**src/piw_pkg.sv**
```systemverilog
// Constants for the peripheral interrupt and wake-up block
// Assumes one system clock and peripherals on that clock
//
// Behaviour
// Serial port request is the OR of six serial port conditions.
// Serial port condition reaches the interrupt logic as an active-low pulse.
// Serial vector needs global enable, serial enable, stack not full, condition.
// Serial service clears serial flag and global enable.
// Service leaves serial port status flags untouched.
// Two-wire flag sets on byte done, address match or time-out.
// Two-wire vector needs both enables, stack not full; service clears flag, global.
// EEPROM flag sets at erase or write end; vector needs both enables.
// EEPROM service clears its flag and the global enable.
// Any flag rising wakes from sleep or idle, enabled or not.
// Enable bits have no effect on wake-up.
// Software sets a flag before sleep to suppress its wake-up.
// Flag holds until serviced or cleared; disabling only blocks service.
// Multi-function service clears only the group flag, not the source flag.
// Interrupt entry pushes only the program counter.
// Return-with-enable returns and sets the global enable.
// Plain return returns and leaves the global enable unchanged.
// Service routines should avoid calls; a nearly full stack may overrun.
// Simultaneous enabled requests are serviced one at a time by fixed priority.
package piw_pkg;
	localparam int         NSRC          = 4;
	localparam int         SRC_SERIAL    = 0;
	localparam int         SRC_TWO_WIRE  = 1;
	localparam int         SRC_EEPROM    = 2;
	localparam int         SRC_MULTI     = 3;
	localparam logic [3:0] FLAGS_RST     = 4'h0;
	localparam logic       GIE_RST       = 1'h0;
	localparam logic [7:0] VEC_SERIAL    = 8'h1C;
	localparam logic [7:0] VEC_TWO_WIRE  = 8'h20;
	localparam logic [7:0] VEC_EEPROM    = 8'h24;
	localparam logic [7:0] VEC_MULTI     = 8'h28;
	localparam logic [7:0] VEC_RST       = 8'h00;
	localparam logic [2:0] SYNC_RST      = 3'h7;
	typedef enum logic [1:0]
	{
		PIW_IDLE = 2'b00,
		PIW_ACK  = 2'b01
	} piw_state_e;
endpackage

```
**src/piw_irq.sv**
```systemverilog
// Interrupt flags, vectoring and wake-up for serial, two-wire, EEPROM and multi-function sources
// Assumes core pulses vec_ack when it takes a vector and pushes the program counter
`timescale 1ns/100ps
module piw_irq
	import piw_pkg::*;
(
	input  wire logic       mclk,
	input  wire logic       arst_n,
	input  wire logic [5:0] ser_cond,
	input  wire logic       two_wire_event,
	input  wire logic       eeprom_done,
	input  wire logic       multi_event,
	input  wire logic       global_irq_set,
	input  wire logic       global_irq_clr,
	input  wire logic [3:0] src_enable,
	input  wire logic [3:0] flag_set,
	input  wire logic [3:0] flag_clr,
	input  wire logic       stack_full,
	input  wire logic       sleep_mode,
	input  wire logic       vec_ack,
	input  wire logic       return_with_enable_instr,
	input  wire logic       plain_return_instr,
	output logic            ser_irq_n,
	output logic            vec_req,
	output logic [7:0]      vec_addr,
	output logic            push_pc,
	output logic            wake_up,
	output logic [3:0]      irq_flags,
	output logic            global_irq_enable
);
	typedef struct packed {
		logic [2:0]  ser_sync;
		logic        ser_prev;
		logic        ser_pulse_n;
		logic [3:0]  flags;
		logic        gie;
		logic [1:0]  src;
		logic [7:0]  vec;
		logic        wake;
		piw_state_e  state;
	} piw_s;

	piw_s st_reg;
	piw_s st_next;
	logic [3:0] pend;
	logic [3:0] rise_set;
	logic [1:0] win;
	logic       any_pend;

	function automatic logic [7:0] vec_of(input logic [1:0] s);
		case (s)
			2'd0:    vec_of = VEC_SERIAL;
			2'd1:    vec_of = VEC_TWO_WIRE;
			2'd2:    vec_of = VEC_EEPROM;
			default: vec_of = VEC_MULTI;
		endcase
	endfunction

	always_comb
	begin
		st_next = st_reg;
		// Peripheral pulses arrive from logic on this clock; the serial line is still synchronised
		st_next.ser_sync = {st_reg.ser_sync[1:0], ~(|ser_cond)};
		st_next.ser_pulse_n = 1'b1;
		if (st_reg.ser_sync[2] == st_reg.ser_sync[1])
		begin
			st_next.ser_prev = st_reg.ser_sync[2];
			if (st_reg.ser_prev && !st_reg.ser_sync[2])
				st_next.ser_pulse_n = 1'b0;
		end
		rise_set = 4'h0;
		rise_set[SRC_SERIAL]   = ~st_reg.ser_pulse_n;
		rise_set[SRC_TWO_WIRE] = two_wire_event;
		rise_set[SRC_EEPROM]   = eeprom_done;
		rise_set[SRC_MULTI]    = multi_event;
		rise_set = rise_set | flag_set;
		pend = st_reg.flags & src_enable & {NSRC{st_reg.gie & ~stack_full}};
		any_pend = |pend;
		// Lowest index wins; one vector at a time
		win = 2'd3;
		for (int i = NSRC - 1; i >= 0; i--)
			if (pend[i])
				win = 2'(i);
		// Clear first, set after: a coincident event is never lost
		st_next.flags = st_reg.flags & ~flag_clr;
		case (st_reg.state)
			PIW_IDLE:
			begin
				if (any_pend)
				begin
					st_next.src = win;
					st_next.vec = vec_of(win);
					st_next.state = PIW_ACK;
				end
			end
			PIW_ACK:
			begin
				if (vec_ack)
				begin
					// Only the taken source's flag clears; other flags and status stay
					st_next.flags[st_reg.src] = 1'b0;
					st_next.gie = 1'b0;
					st_next.state = PIW_IDLE;
				end
				else if (!st_reg.flags[st_reg.src])
					st_next.state = PIW_IDLE;
			end
			default: st_next.state = PIW_IDLE;
		endcase
		st_next.flags = st_next.flags | rise_set;
		if (return_with_enable_instr || global_irq_set)
			st_next.gie = 1'b1;
		else if (global_irq_clr)
			st_next.gie = 1'b0;
		// Plain return leaves the enable alone
		st_next.wake = sleep_mode & |(st_next.flags & ~st_reg.flags);
	end

	always_ff @(posedge mclk or negedge arst_n)
	begin
		if (!arst_n)
		begin
			st_reg.ser_sync    <= SYNC_RST;
			st_reg.ser_prev    <= 1'b1;
			st_reg.ser_pulse_n <= 1'b1;
			st_reg.flags       <= FLAGS_RST;
			st_reg.gie         <= GIE_RST;
			st_reg.src         <= 2'd0;
			st_reg.vec         <= VEC_RST;
			st_reg.wake        <= 1'b0;
			st_reg.state       <= PIW_IDLE;
		end
		else
			st_reg <= st_next;
	end

	// Request withdrawn if global enable dropped meanwhile
	assign vec_req           = (st_reg.state == PIW_ACK) & st_reg.gie & ~stack_full & st_reg.flags[st_reg.src];
	assign vec_addr          = st_reg.vec;
	assign push_pc           = vec_ack & vec_req;
	assign ser_irq_n         = st_reg.ser_pulse_n;
	assign wake_up           = st_reg.wake;
	assign irq_flags         = st_reg.flags;
	assign global_irq_enable = st_reg.gie;

	logic unused_ret;
	assign unused_ret = plain_return_instr;

	ack_clears_a: assert property (@(posedge mclk) disable iff (!arst_n)
		vec_ack && vec_req && !rise_set[st_reg.src] && !global_irq_set && !return_with_enable_instr
		|=> !irq_flags[$past(st_reg.src)] && !global_irq_enable)
		else $error("service did not clear flag and enable");

	return_with_enable_instr_sets_a: assert property (@(posedge mclk) disable iff (!arst_n)
		return_with_enable_instr |=> global_irq_enable)
		else $error("return with enable left enable low");

	ret_keeps_a: assert property (@(posedge mclk) disable iff (!arst_n)
		plain_return_instr && !return_with_enable_instr && !global_irq_set && !global_irq_clr
		&& !(vec_ack && vec_req) |=> global_irq_enable == $past(global_irq_enable))
		else $error("plain return changed enable");

	req_gate_a: assert property (@(posedge mclk) disable iff (!arst_n)
		vec_req |-> global_irq_enable && !stack_full && irq_flags[st_reg.src])
		else $error("vector request without enables");

	flag_hold_a: assert property (@(posedge mclk) disable iff (!arst_n)
		irq_flags[SRC_EEPROM] && !flag_clr[SRC_EEPROM] && !(vec_ack && vec_req)
		|=> irq_flags[SRC_EEPROM])
		else $error("flag dropped without service");

	tw_set_a: assert property (@(posedge mclk) disable iff (!arst_n)
		two_wire_event |=> irq_flags[SRC_TWO_WIRE])
		else $error("two-wire flag not set");

	ee_set_a: assert property (@(posedge mclk) disable iff (!arst_n)
		eeprom_done |=> irq_flags[SRC_EEPROM])
		else $error("eeprom flag not set");

	wake_rise_a: assert property (@(posedge mclk) disable iff (!arst_n)
		$past(sleep_mode) && $rose(irq_flags[SRC_TWO_WIRE]) |-> wake_up)
		else $error("no wake on rising flag");

	ser_pulse_a: assert property (@(posedge mclk) disable iff (!arst_n)
		!ser_irq_n |=> ser_irq_n)
		else $error("serial pulse longer than one cycle");

	ser_path_a: assert property (@(posedge mclk) disable iff (!arst_n)
		$rose(|ser_cond) ##1 (|ser_cond) [*3] |-> ##[0:2] !ser_irq_n)
		else $error("serial condition not signalled");

	push_only_a: assert property (@(posedge mclk) disable iff (!arst_n)
		push_pc |=> !push_pc)
		else $error("more than one push per vector");

	prio_ser_a: assert property (@(posedge mclk) disable iff (!arst_n)
		st_reg.state == PIW_IDLE && pend[SRC_SERIAL] |=> vec_addr == VEC_SERIAL)
		else $error("serial request lost priority");

	prio_tw_a: assert property (@(posedge mclk) disable iff (!arst_n)
		st_reg.state == PIW_IDLE && !pend[SRC_SERIAL] && pend[SRC_TWO_WIRE] |=> vec_addr == VEC_TWO_WIRE)
		else $error("two-wire request lost priority");

	prio_ee_a: assert property (@(posedge mclk) disable iff (!arst_n)
		st_reg.state == PIW_IDLE && pend[1:0] == 2'h0 && pend[SRC_EEPROM] |=> vec_addr == VEC_EEPROM)
		else $error("eeprom request lost priority");

	vec_hold_a: assert property (@(posedge mclk) disable iff (!arst_n)
		vec_req && !vec_ack |=> $stable(vec_addr))
		else $error("vector changed while requested");

	gie_drop_a: assert property (@(posedge mclk) disable iff (!arst_n)
		push_pc && !global_irq_set && !return_with_enable_instr |=> !global_irq_enable)
		else $error("global enable kept after service");

	full_block_a: assert property (@(posedge mclk) disable iff (!arst_n)
		stack_full |-> !vec_req)
		else $error("vector requested with stack full");

	gie_block_a: assert property (@(posedge mclk) disable iff (!arst_n)
		!global_irq_enable |-> !vec_req)
		else $error("vector requested with enable low");

	wake_sleep_a: assert property (@(posedge mclk) disable iff (!arst_n)
		!$past(sleep_mode) |-> !wake_up)
		else $error("wake outside sleep");

	wake_cause_a: assert property (@(posedge mclk) disable iff (!arst_n)
		wake_up |-> (irq_flags & ~$past(irq_flags)) != 4'h0)
		else $error("wake without rising flag");

	ser_flag_a: assert property (@(posedge mclk) disable iff (!arst_n)
		!ser_irq_n |=> irq_flags[SRC_SERIAL])
		else $error("serial pulse did not set flag");

	ack_done_a: assert property (@(posedge mclk) disable iff (!arst_n)
		push_pc |=> st_reg.state == PIW_IDLE)
		else $error("vector not retired after take");

	ee_clear_a: assert property (@(posedge mclk) disable iff (!arst_n)
		push_pc && vec_addr == VEC_EEPROM && !eeprom_done && !flag_set[SRC_EEPROM]
		|=> !irq_flags[SRC_EEPROM])
		else $error("eeprom flag kept after service");

	tw_clear_a: assert property (@(posedge mclk) disable iff (!arst_n)
		push_pc && vec_addr == VEC_TWO_WIRE && !two_wire_event && !flag_set[SRC_TWO_WIRE]
		|=> !irq_flags[SRC_TWO_WIRE])
		else $error("two-wire flag kept after service");

	multi_keep_a: assert property (@(posedge mclk) disable iff (!arst_n)
		push_pc && vec_addr == VEC_MULTI && irq_flags[SRC_EEPROM] && !flag_clr[SRC_EEPROM]
		|=> irq_flags[SRC_EEPROM])
		else $error("group service cleared another flag");

	ser_clear_a: assert property (@(posedge mclk) disable iff (!arst_n)
		push_pc && vec_addr == VEC_SERIAL && ser_irq_n && !flag_set[SRC_SERIAL]
		|=> !irq_flags[SRC_SERIAL])
		else $error("serial flag kept after service");

	idle_quiet_a: assert property (@(posedge mclk) disable iff (!arst_n)
		st_reg.state == PIW_IDLE |-> !vec_req)
		else $error("request without latched source");

	all_set_a: assert property (@(posedge mclk) disable iff (!arst_n)
		irq_flags == 4'hF |=> !wake_up)
		else $error("wake with every flag already high");

	gie_set_a: assert property (@(posedge mclk) disable iff (!arst_n)
		global_irq_set |=> global_irq_enable)
		else $error("software set left enable low");

	gie_clr_a: assert property (@(posedge mclk) disable iff (!arst_n)
		global_irq_clr && !global_irq_set && !return_with_enable_instr |=> !global_irq_enable)
		else $error("software clear left enable high");

	multi_set_a: assert property (@(posedge mclk) disable iff (!arst_n)
		multi_event |=> irq_flags[SRC_MULTI])
		else $error("group flag not set");

	genvar gi;
	for (gi = 0; gi < NSRC; gi++)
	begin : flag_chk
		set_each_a: assert property (@(posedge mclk) disable iff (!arst_n)
			flag_set[gi] |=> irq_flags[gi])
			else $error("software set did not set flag");

		clear_each_a: assert property (@(posedge mclk) disable iff (!arst_n)
			flag_clr[gi] && !rise_set[gi] |=> !irq_flags[gi])
			else $error("software clear did not clear flag");

		hold_each_a: assert property (@(posedge mclk) disable iff (!arst_n)
			irq_flags[gi] && !flag_clr[gi] && !(push_pc && st_reg.src == gi) |=> irq_flags[gi])
			else $error("flag dropped on its own");

		wake_each_a: assert property (@(posedge mclk) disable iff (!arst_n)
			$past(sleep_mode) && $rose(irq_flags[gi]) |-> wake_up)
			else $error("rising flag did not wake");
	end

	ser_pulse_c: cover property (@(posedge mclk) disable iff (!arst_n)
		!ser_irq_n);
	serial_vec_c: cover property (@(posedge mclk) disable iff (!arst_n)
		push_pc && vec_addr == VEC_SERIAL);
	prio_c: cover property (@(posedge mclk) disable iff (!arst_n)
		st_reg.state == PIW_IDLE && pend[0] && pend[2]);
	wake_c: cover property (@(posedge mclk) disable iff (!arst_n)
		wake_up);
	return_with_enable_instr_c: cover property (@(posedge mclk) disable iff (!arst_n)
		push_pc ##[1:20] return_with_enable_instr);
endmodule

```
**config.mk**
```make
export PLATFORM = sky130hd
export DESIGN_NAME = piw_irq
export DESIGN_NICKNAME = d
export VERILOG_FILES = /design/src/piw_pkg.sv /design/src/piw_irq.sv
export SDC_FILE = /design/constraint.sdc
export NUM_CORES = 1
export LEC_CHECK = 0
export ABC_AREA = 1
export BUFFER_PORTS_ARGS = -buffer_cell sky130_fd_sc_hd__buf_2
export CORE_AREA = 2 2 49 55
export DETAILED_ROUTE_END_ITERATION = 10
export DIE_AREA = 0 0 51 57
export MAX_ROUTING_LAYER = met4
export PLACE_DENSITY_LB_ADDON = 0.15
export RECOVER_POWER = 50
export SLEW_MARGIN = 20
export SYNTH_ARGS = -nofsm -noshare
export SYNTH_HDL_FRONTEND = slang
export SYNTH_SLANG_ARGS = --single-unit
```
**constraint.sdc**
```tcl
create_clock -name mclk -period 1.6 [get_ports mclk]
set_clock_uncertainty 0.2 [all_clocks]
set_input_delay 0 -clock mclk [delete_from_list [all_inputs] [get_ports mclk]]
set_output_delay 0 -clock mclk [all_outputs]
set_load 0.03 [all_outputs]
```
======== Word-level counts from Yosys, hierarchy flattened ========
Cells that the tools add are included.
storage, ports and cells
  register bits ........................... 23
operators by class
  magnitude comparators ................... 2
  equal/unequal tests ..................... 6
  mux-type cells .......................... 18
  bitwise operators ....................... 19
  reduce and logical (&&, ||, !) cells .... 14
operators by type and width
  kind                  count
  $and A4 B4 Y4         5
  $pmux W6 S3           1
  $not A4 Y4            3
  $mux W2               5
  $mux W5               2
  $or A4 B4 Y4          2
  $reduce_or A4 Y1      2
  $mux W1               7
  $and A1 B1 Y1         6
  $reduce_and A2 Y1     3
  $reduce_bool A3 Y1    2
  $reduce_or A6 Y1      1
  $eq A2 B1 Y1 const B  2
  $logic_not A2 Y1      2
  $pmux W2 S2           1
  $lt A2 B3 Y1 const B  1
  $ne A3 B3 Y1 const B  1
  $not A1 Y1            3
  $bmux W1 S2           1
  $demux W1 S2          1
  $eq A2 B2 Y1 const B  1
  $ge A2 B1 Y1 const B  1
  $logic_and A1 B1 Y1   2
  $ne A2 B2 Y1 const B  1
  other kinds (3)       3

======== Depth between registers and ports, before layout ========
  depth in word-level cells ............... 12
  mapped depth ............................ 9
  depth with buffers taken out ............ 9

======== Worst setup path before layout ========
OpenSTA, ideal clock, no wires.
  kind .................................... reg-to-reg
  from .................................... register st_reg, in the netlist global_irq_enable
  to ...................................... register st_reg, in the netlist vec_addr[3]
  library setup time ...................... 65 ps
  arrival time ............................ 1224 ps
  data required time ...................... 1335 ps
  path slack .............................. 111 ps
  cell stages (with the launch flop) ...... 9
  buffers on the path ..................... 0
  period minus slack after synthesis ...... 1489 ps
  cells stage by stage .................... dfrtp_1 inv_2 nor2_4 nand2_1 inv_1 ha_1 inv_1 nand2_1 nand2_1
between the ends
  longest elaborated chain between the ends .. 7
ends and longest elaborated chain
  what                                        RTL line        text
  start, declared                             piw_irq.sv:43   piw_s st_reg;
  start signal, assigned                      piw_irq.sv:134  st_reg <= st_next;
  $and A1 B1 Y1 *                             piw_irq.sv:77   pend = st_reg.flags & src_enable & {NSRC{st_reg.gie & ~stack_full}};
  $and A4 B4 Y4 *                             piw_irq.sv:77
  $mux W1                                     piw_irq.sv:82   if (pend[i])
  $mux W2 (2 in a row)                        piw_irq.sv:82
  $eq A2 B2 Y1, or another cell as far along  piw_irq.sv:51   case (s)
  $pmux W6 S3                                 piw_irq.sv:51
Mark *: on every way between the ends. The rest lies on a longest branch, timed or not.
A chain may end at the register's enable or synchronous reset.

======== Worst setup path after layout ========
  from .................................... register st_reg[11] (netlist name)
  to ...................................... output push_pc
between the ends
  longest elaborated chain between the ends .. 4
ends and longest elaborated chain
  what                           RTL line        text
  $bmux W1 S2                    piw_irq.sv:138  assign vec_req = (st_reg.state == PIW_ACK) & st_reg.gie & ~stack_full & st_reg.flags[st_reg.src];
  $mux W1 (implied by the code)  piw_irq.sv:138
  $and A1 B1 Y1                  piw_irq.sv:138
  $and A1 B1 Y1                  piw_irq.sv:140  assign push_pc = vec_ack & vec_req;
  end, declared                  piw_irq.sv:26   output logic push_pc,
No other way between the ends. The select of a mux whose other input is x is not followed.

==> results.sh <==
export IMPL_status="finished, final reports clean"
export IMPL_worst_slack_ns=0.05853
export IMPL_htreeDepth=1
export IMPL_cp_start_kind="register"
export IMPL_cts_sinks=18
export IMPL_finish_instance_area_mm2=0.001593
export IMPL_start_util_pct=43.46
export IMPL_grt_max_degree=14
export IMPL_finalMaxSlewViolations=0
export IMPL_post_route_period_util_pct=96.34
export IMPL_die_height_um=57
export IMPL_synth_seq_area_share_pct=43.76
export IMPL_yosysTopAreaCell="dfrtp_1"
export IMPL_wl_per_cell_um=10.52
export IMPL_antenna_found_initial=0
export IMPL_core_rowCount=19
export IMPL_grt_ovfl_total=0
export IMPL_ant_nets=0
export IMPL_fillers=201
export IMPL_worstHoldPathCells=0
export IMPL_r2r_slack_ns=0.11
export IMPL_required_ns=1.40
export IMPL_synth_area_mm2=0.001044
export IMPL_drc_errors=0
export IMPL_track_usage_pct=19.55
export IMPL_cts_tree="yes"
export IMPL_die_x_um=51
export IMPL_cp_cell_sequence="inv_2 > nand2_1 > nand2_1 > nand2_1 > nand2_2 > nand2_2 > nor2_2 > buf_6"
export IMPL_detailed_place_hpwl_mm=1.541
export IMPL_peakVddDrop_v=0.0006751
export IMPL_arrival_ns=1.34
export IMPL_drt_iter0_markers=1
export IMPL_multi_input_area_um2=447.9
export IMPL_ys_ff_latch=18
export IMPL_maxCapViolCount=0
export IMPL_r2r_end="vec_addr[3]$_DFFE_PN0P_"
export IMPL_max_freq_mhz=648.7
export IMPL_nNetsFinal=232
export IMPL_crit_path_end_kind="output port"
export IMPL_postLayoutCoreUtil_pct=66.34
export IMPL_cts_buffers=3
export IMPL_synthDistinctLibCells=22
export IMPL_grt_first_pass_wirelength_mm=4.146
export IMPL_gp_congestion=0.8393
export IMPL_seq_area_um2=457.9
export IMPL_holdPathEnd="st_next[22]$_DFF_PN1_"
export IMPL_hold_path_class="reg2reg"
export IMPL_firstDrtPassIters=4
export IMPL_hold_start="st_next[21]$_DFF_PN1_"
export IMPL_relSlewSlack_pct=58.53
export IMPL_worstSetupPathType="reg2out"
export IMPL_syn_to_final_growth_pct=52.64
export IMPL_yosysWarnings=0
export IMPL_cp_top_family="flip-flops"
export IMPL_worstPathMaxFanout=6
export IMPL_io_pins=47
export IMPL_root_buffer="clkbuf_4"
export IMPL_crit_slowest_cell="dfrtp_2"
export IMPL_diodes=0
export IMPL_die_area_mm2=0.002907
export IMPL_worstReg2RegStart="irq_flags[1]$_DFF_PN0_"
export IMPL_syn_area_per_cell_um2=8.089
export IMPL_clk_pin_slew_worst_paths_ns=0.10
export IMPL_p_per_area_mw_per_mm2=891.7
export IMPL_grt_pass1_vias=1037
export IMPL_dr_total_vias=1003
export IMPL_layout_common_cells="nand2_1 (38), buf_2 (38), dlygate4sd3_1 (30)"
export IMPL_pre_cts_slack_ns=0.1165
export IMPL_largest_reg_flops=5
export IMPL_synth_top_area_share_pct=31.18
export IMPL_worst_path_buf_inv=2
export IMPL_core_area_mm2=0.002401
export IMPL_port_buffers=41
export IMPL_r2r_cells=9
export IMPL_period_needed_ns=1.541
export IMPL_routed_wirelength_mm=2.419
export IMPL_worst_pin_slew_ns=0.6221
export IMPL_synth_cells=129
export IMPL_finalSetupViolations=0
export IMPL_via_per_inst=4.361
export IMPL_cp_common_cell="nand2_1"
export IMPL_placed_cell_area_mm2=0.001216
export IMPL_clk_latency_ns=0.29
export IMPL_synth_area_leaders="dfrtp_1 (31%), nand2_1 (14%), dfstp_2 (13%)"
export IMPL_drive_gt1_share_pct=34.17
export IMPL_p_leak_nw=0.8747
export IMPL_rsz0062_at_grt="true"
export IMPL_slowest_delay_ns=0.45
export IMPL_hold_violations=0
export IMPL_clock_path_buffers=2
-- cells by family (layout without fill, tap and decap cells) --
logic type	after synthesis	after routing	synth area share, %
AND/OR/NAND/NOR	71	71	32.97
flip-flops	18	18	43.77
buffers and inverters	28	95	14.39
other	1	4	0.3594
adder cells (fa/ha/maj)	2	2	2.398
AO/OA/AOI/OAI	9	9	6.115
-- worst max-delay path by stage --
stage / from / end / cells after the start
floorplan: global_irq_enable$_DFFE_PN0P_ / vec_addr[3]$_DFFE_PN0P_ / 8
global placement: irq_flags[1]$_DFF_PN0_ / vec_addr[3]$_DFFE_PN0P_ / 9
detailed placement: irq_flags[1]$_DFF_PN0_ / vec_addr[3]$_DFFE_PN0P_ / 9
CTS: arst_n / st_reg[11]$_DFFE_PN0P_ / 3
global route: st_reg[11]$_DFFE_PN0P_ / push_pc / 8
finish: st_reg[11]$_DFFE_PN0P_ / push_pc / 8
-- Yosys cell counts (all sizes together) --
cell and n:
conb 1, dfstp 5, inv 16, a21oi 1, dfrtp 13, nand3 4, and3 1, nand3b 2
o21ai 5, ha 2, o31ai 3, nor2 18, nor3 1, buf 12, nand2 45
-- where the power goes --
part | internal (W) | switching (W)
clock network | 0.000138 | 0.000137
logic | 0.000226 | 0.000335
registers | 0.000526 | 0.0000572
total | 0.000891 | 0.000530
-- worst register-to-register path, cell delays in order (launching register included) --
cell,delay [ns]
dfrtp_1,0.41
nand2_2,0.09
nand3_1,0.07
nand2_1,0.08
nand2_1,0.09
inv_1,0.06
ha_1,0.27
inv_1,0.03
nand2_1,0.05
nand2_1,0.05
-- routing by layer --
layer / share of wire [%] / track usage [%] / routed length, um
met5: 0 / - / 0
met2: 52 / 34.69 / 1263
met1: 42 / 21.36 / 1012
met3: 4.8 / 3.927 / 117
met4: 1.1 / 6.950 / 27
-- stage by stage --
step	setup TNS [ns]	hold slack [ns]	power, W	instances
2_1_floorplan	0	-0.4956	0.0009893	132
3_3_place_gp	0	-0.2486	0.001064	193
3_5_place_dp	0	-0.2482	0.001070	193
4_1_cts	0	0.04075	0.001418	228
5_1_grt	-0.08992	0.1718	0.001529	230
6_report	0	0.1621	0.001420	230
-- timing repair --
action	in CTS	in global routing
endpoints found under the setup margin	1	17
hold buffers	31	1
endpoints found under the hold margin	32	2
resized for setup	2	5
setup buffers	0	2
-- area by class of cell --
type,instances,area share (%)
Sequential cell,18,28.75
Clock buffer,4,2.278
Inverter,16,3.771
Tap cell,31,2.435
Multi-Input combinational cell,86,28.12
Timing Repair Buffer,75,34.64
(Power assumes the default switching activity.)
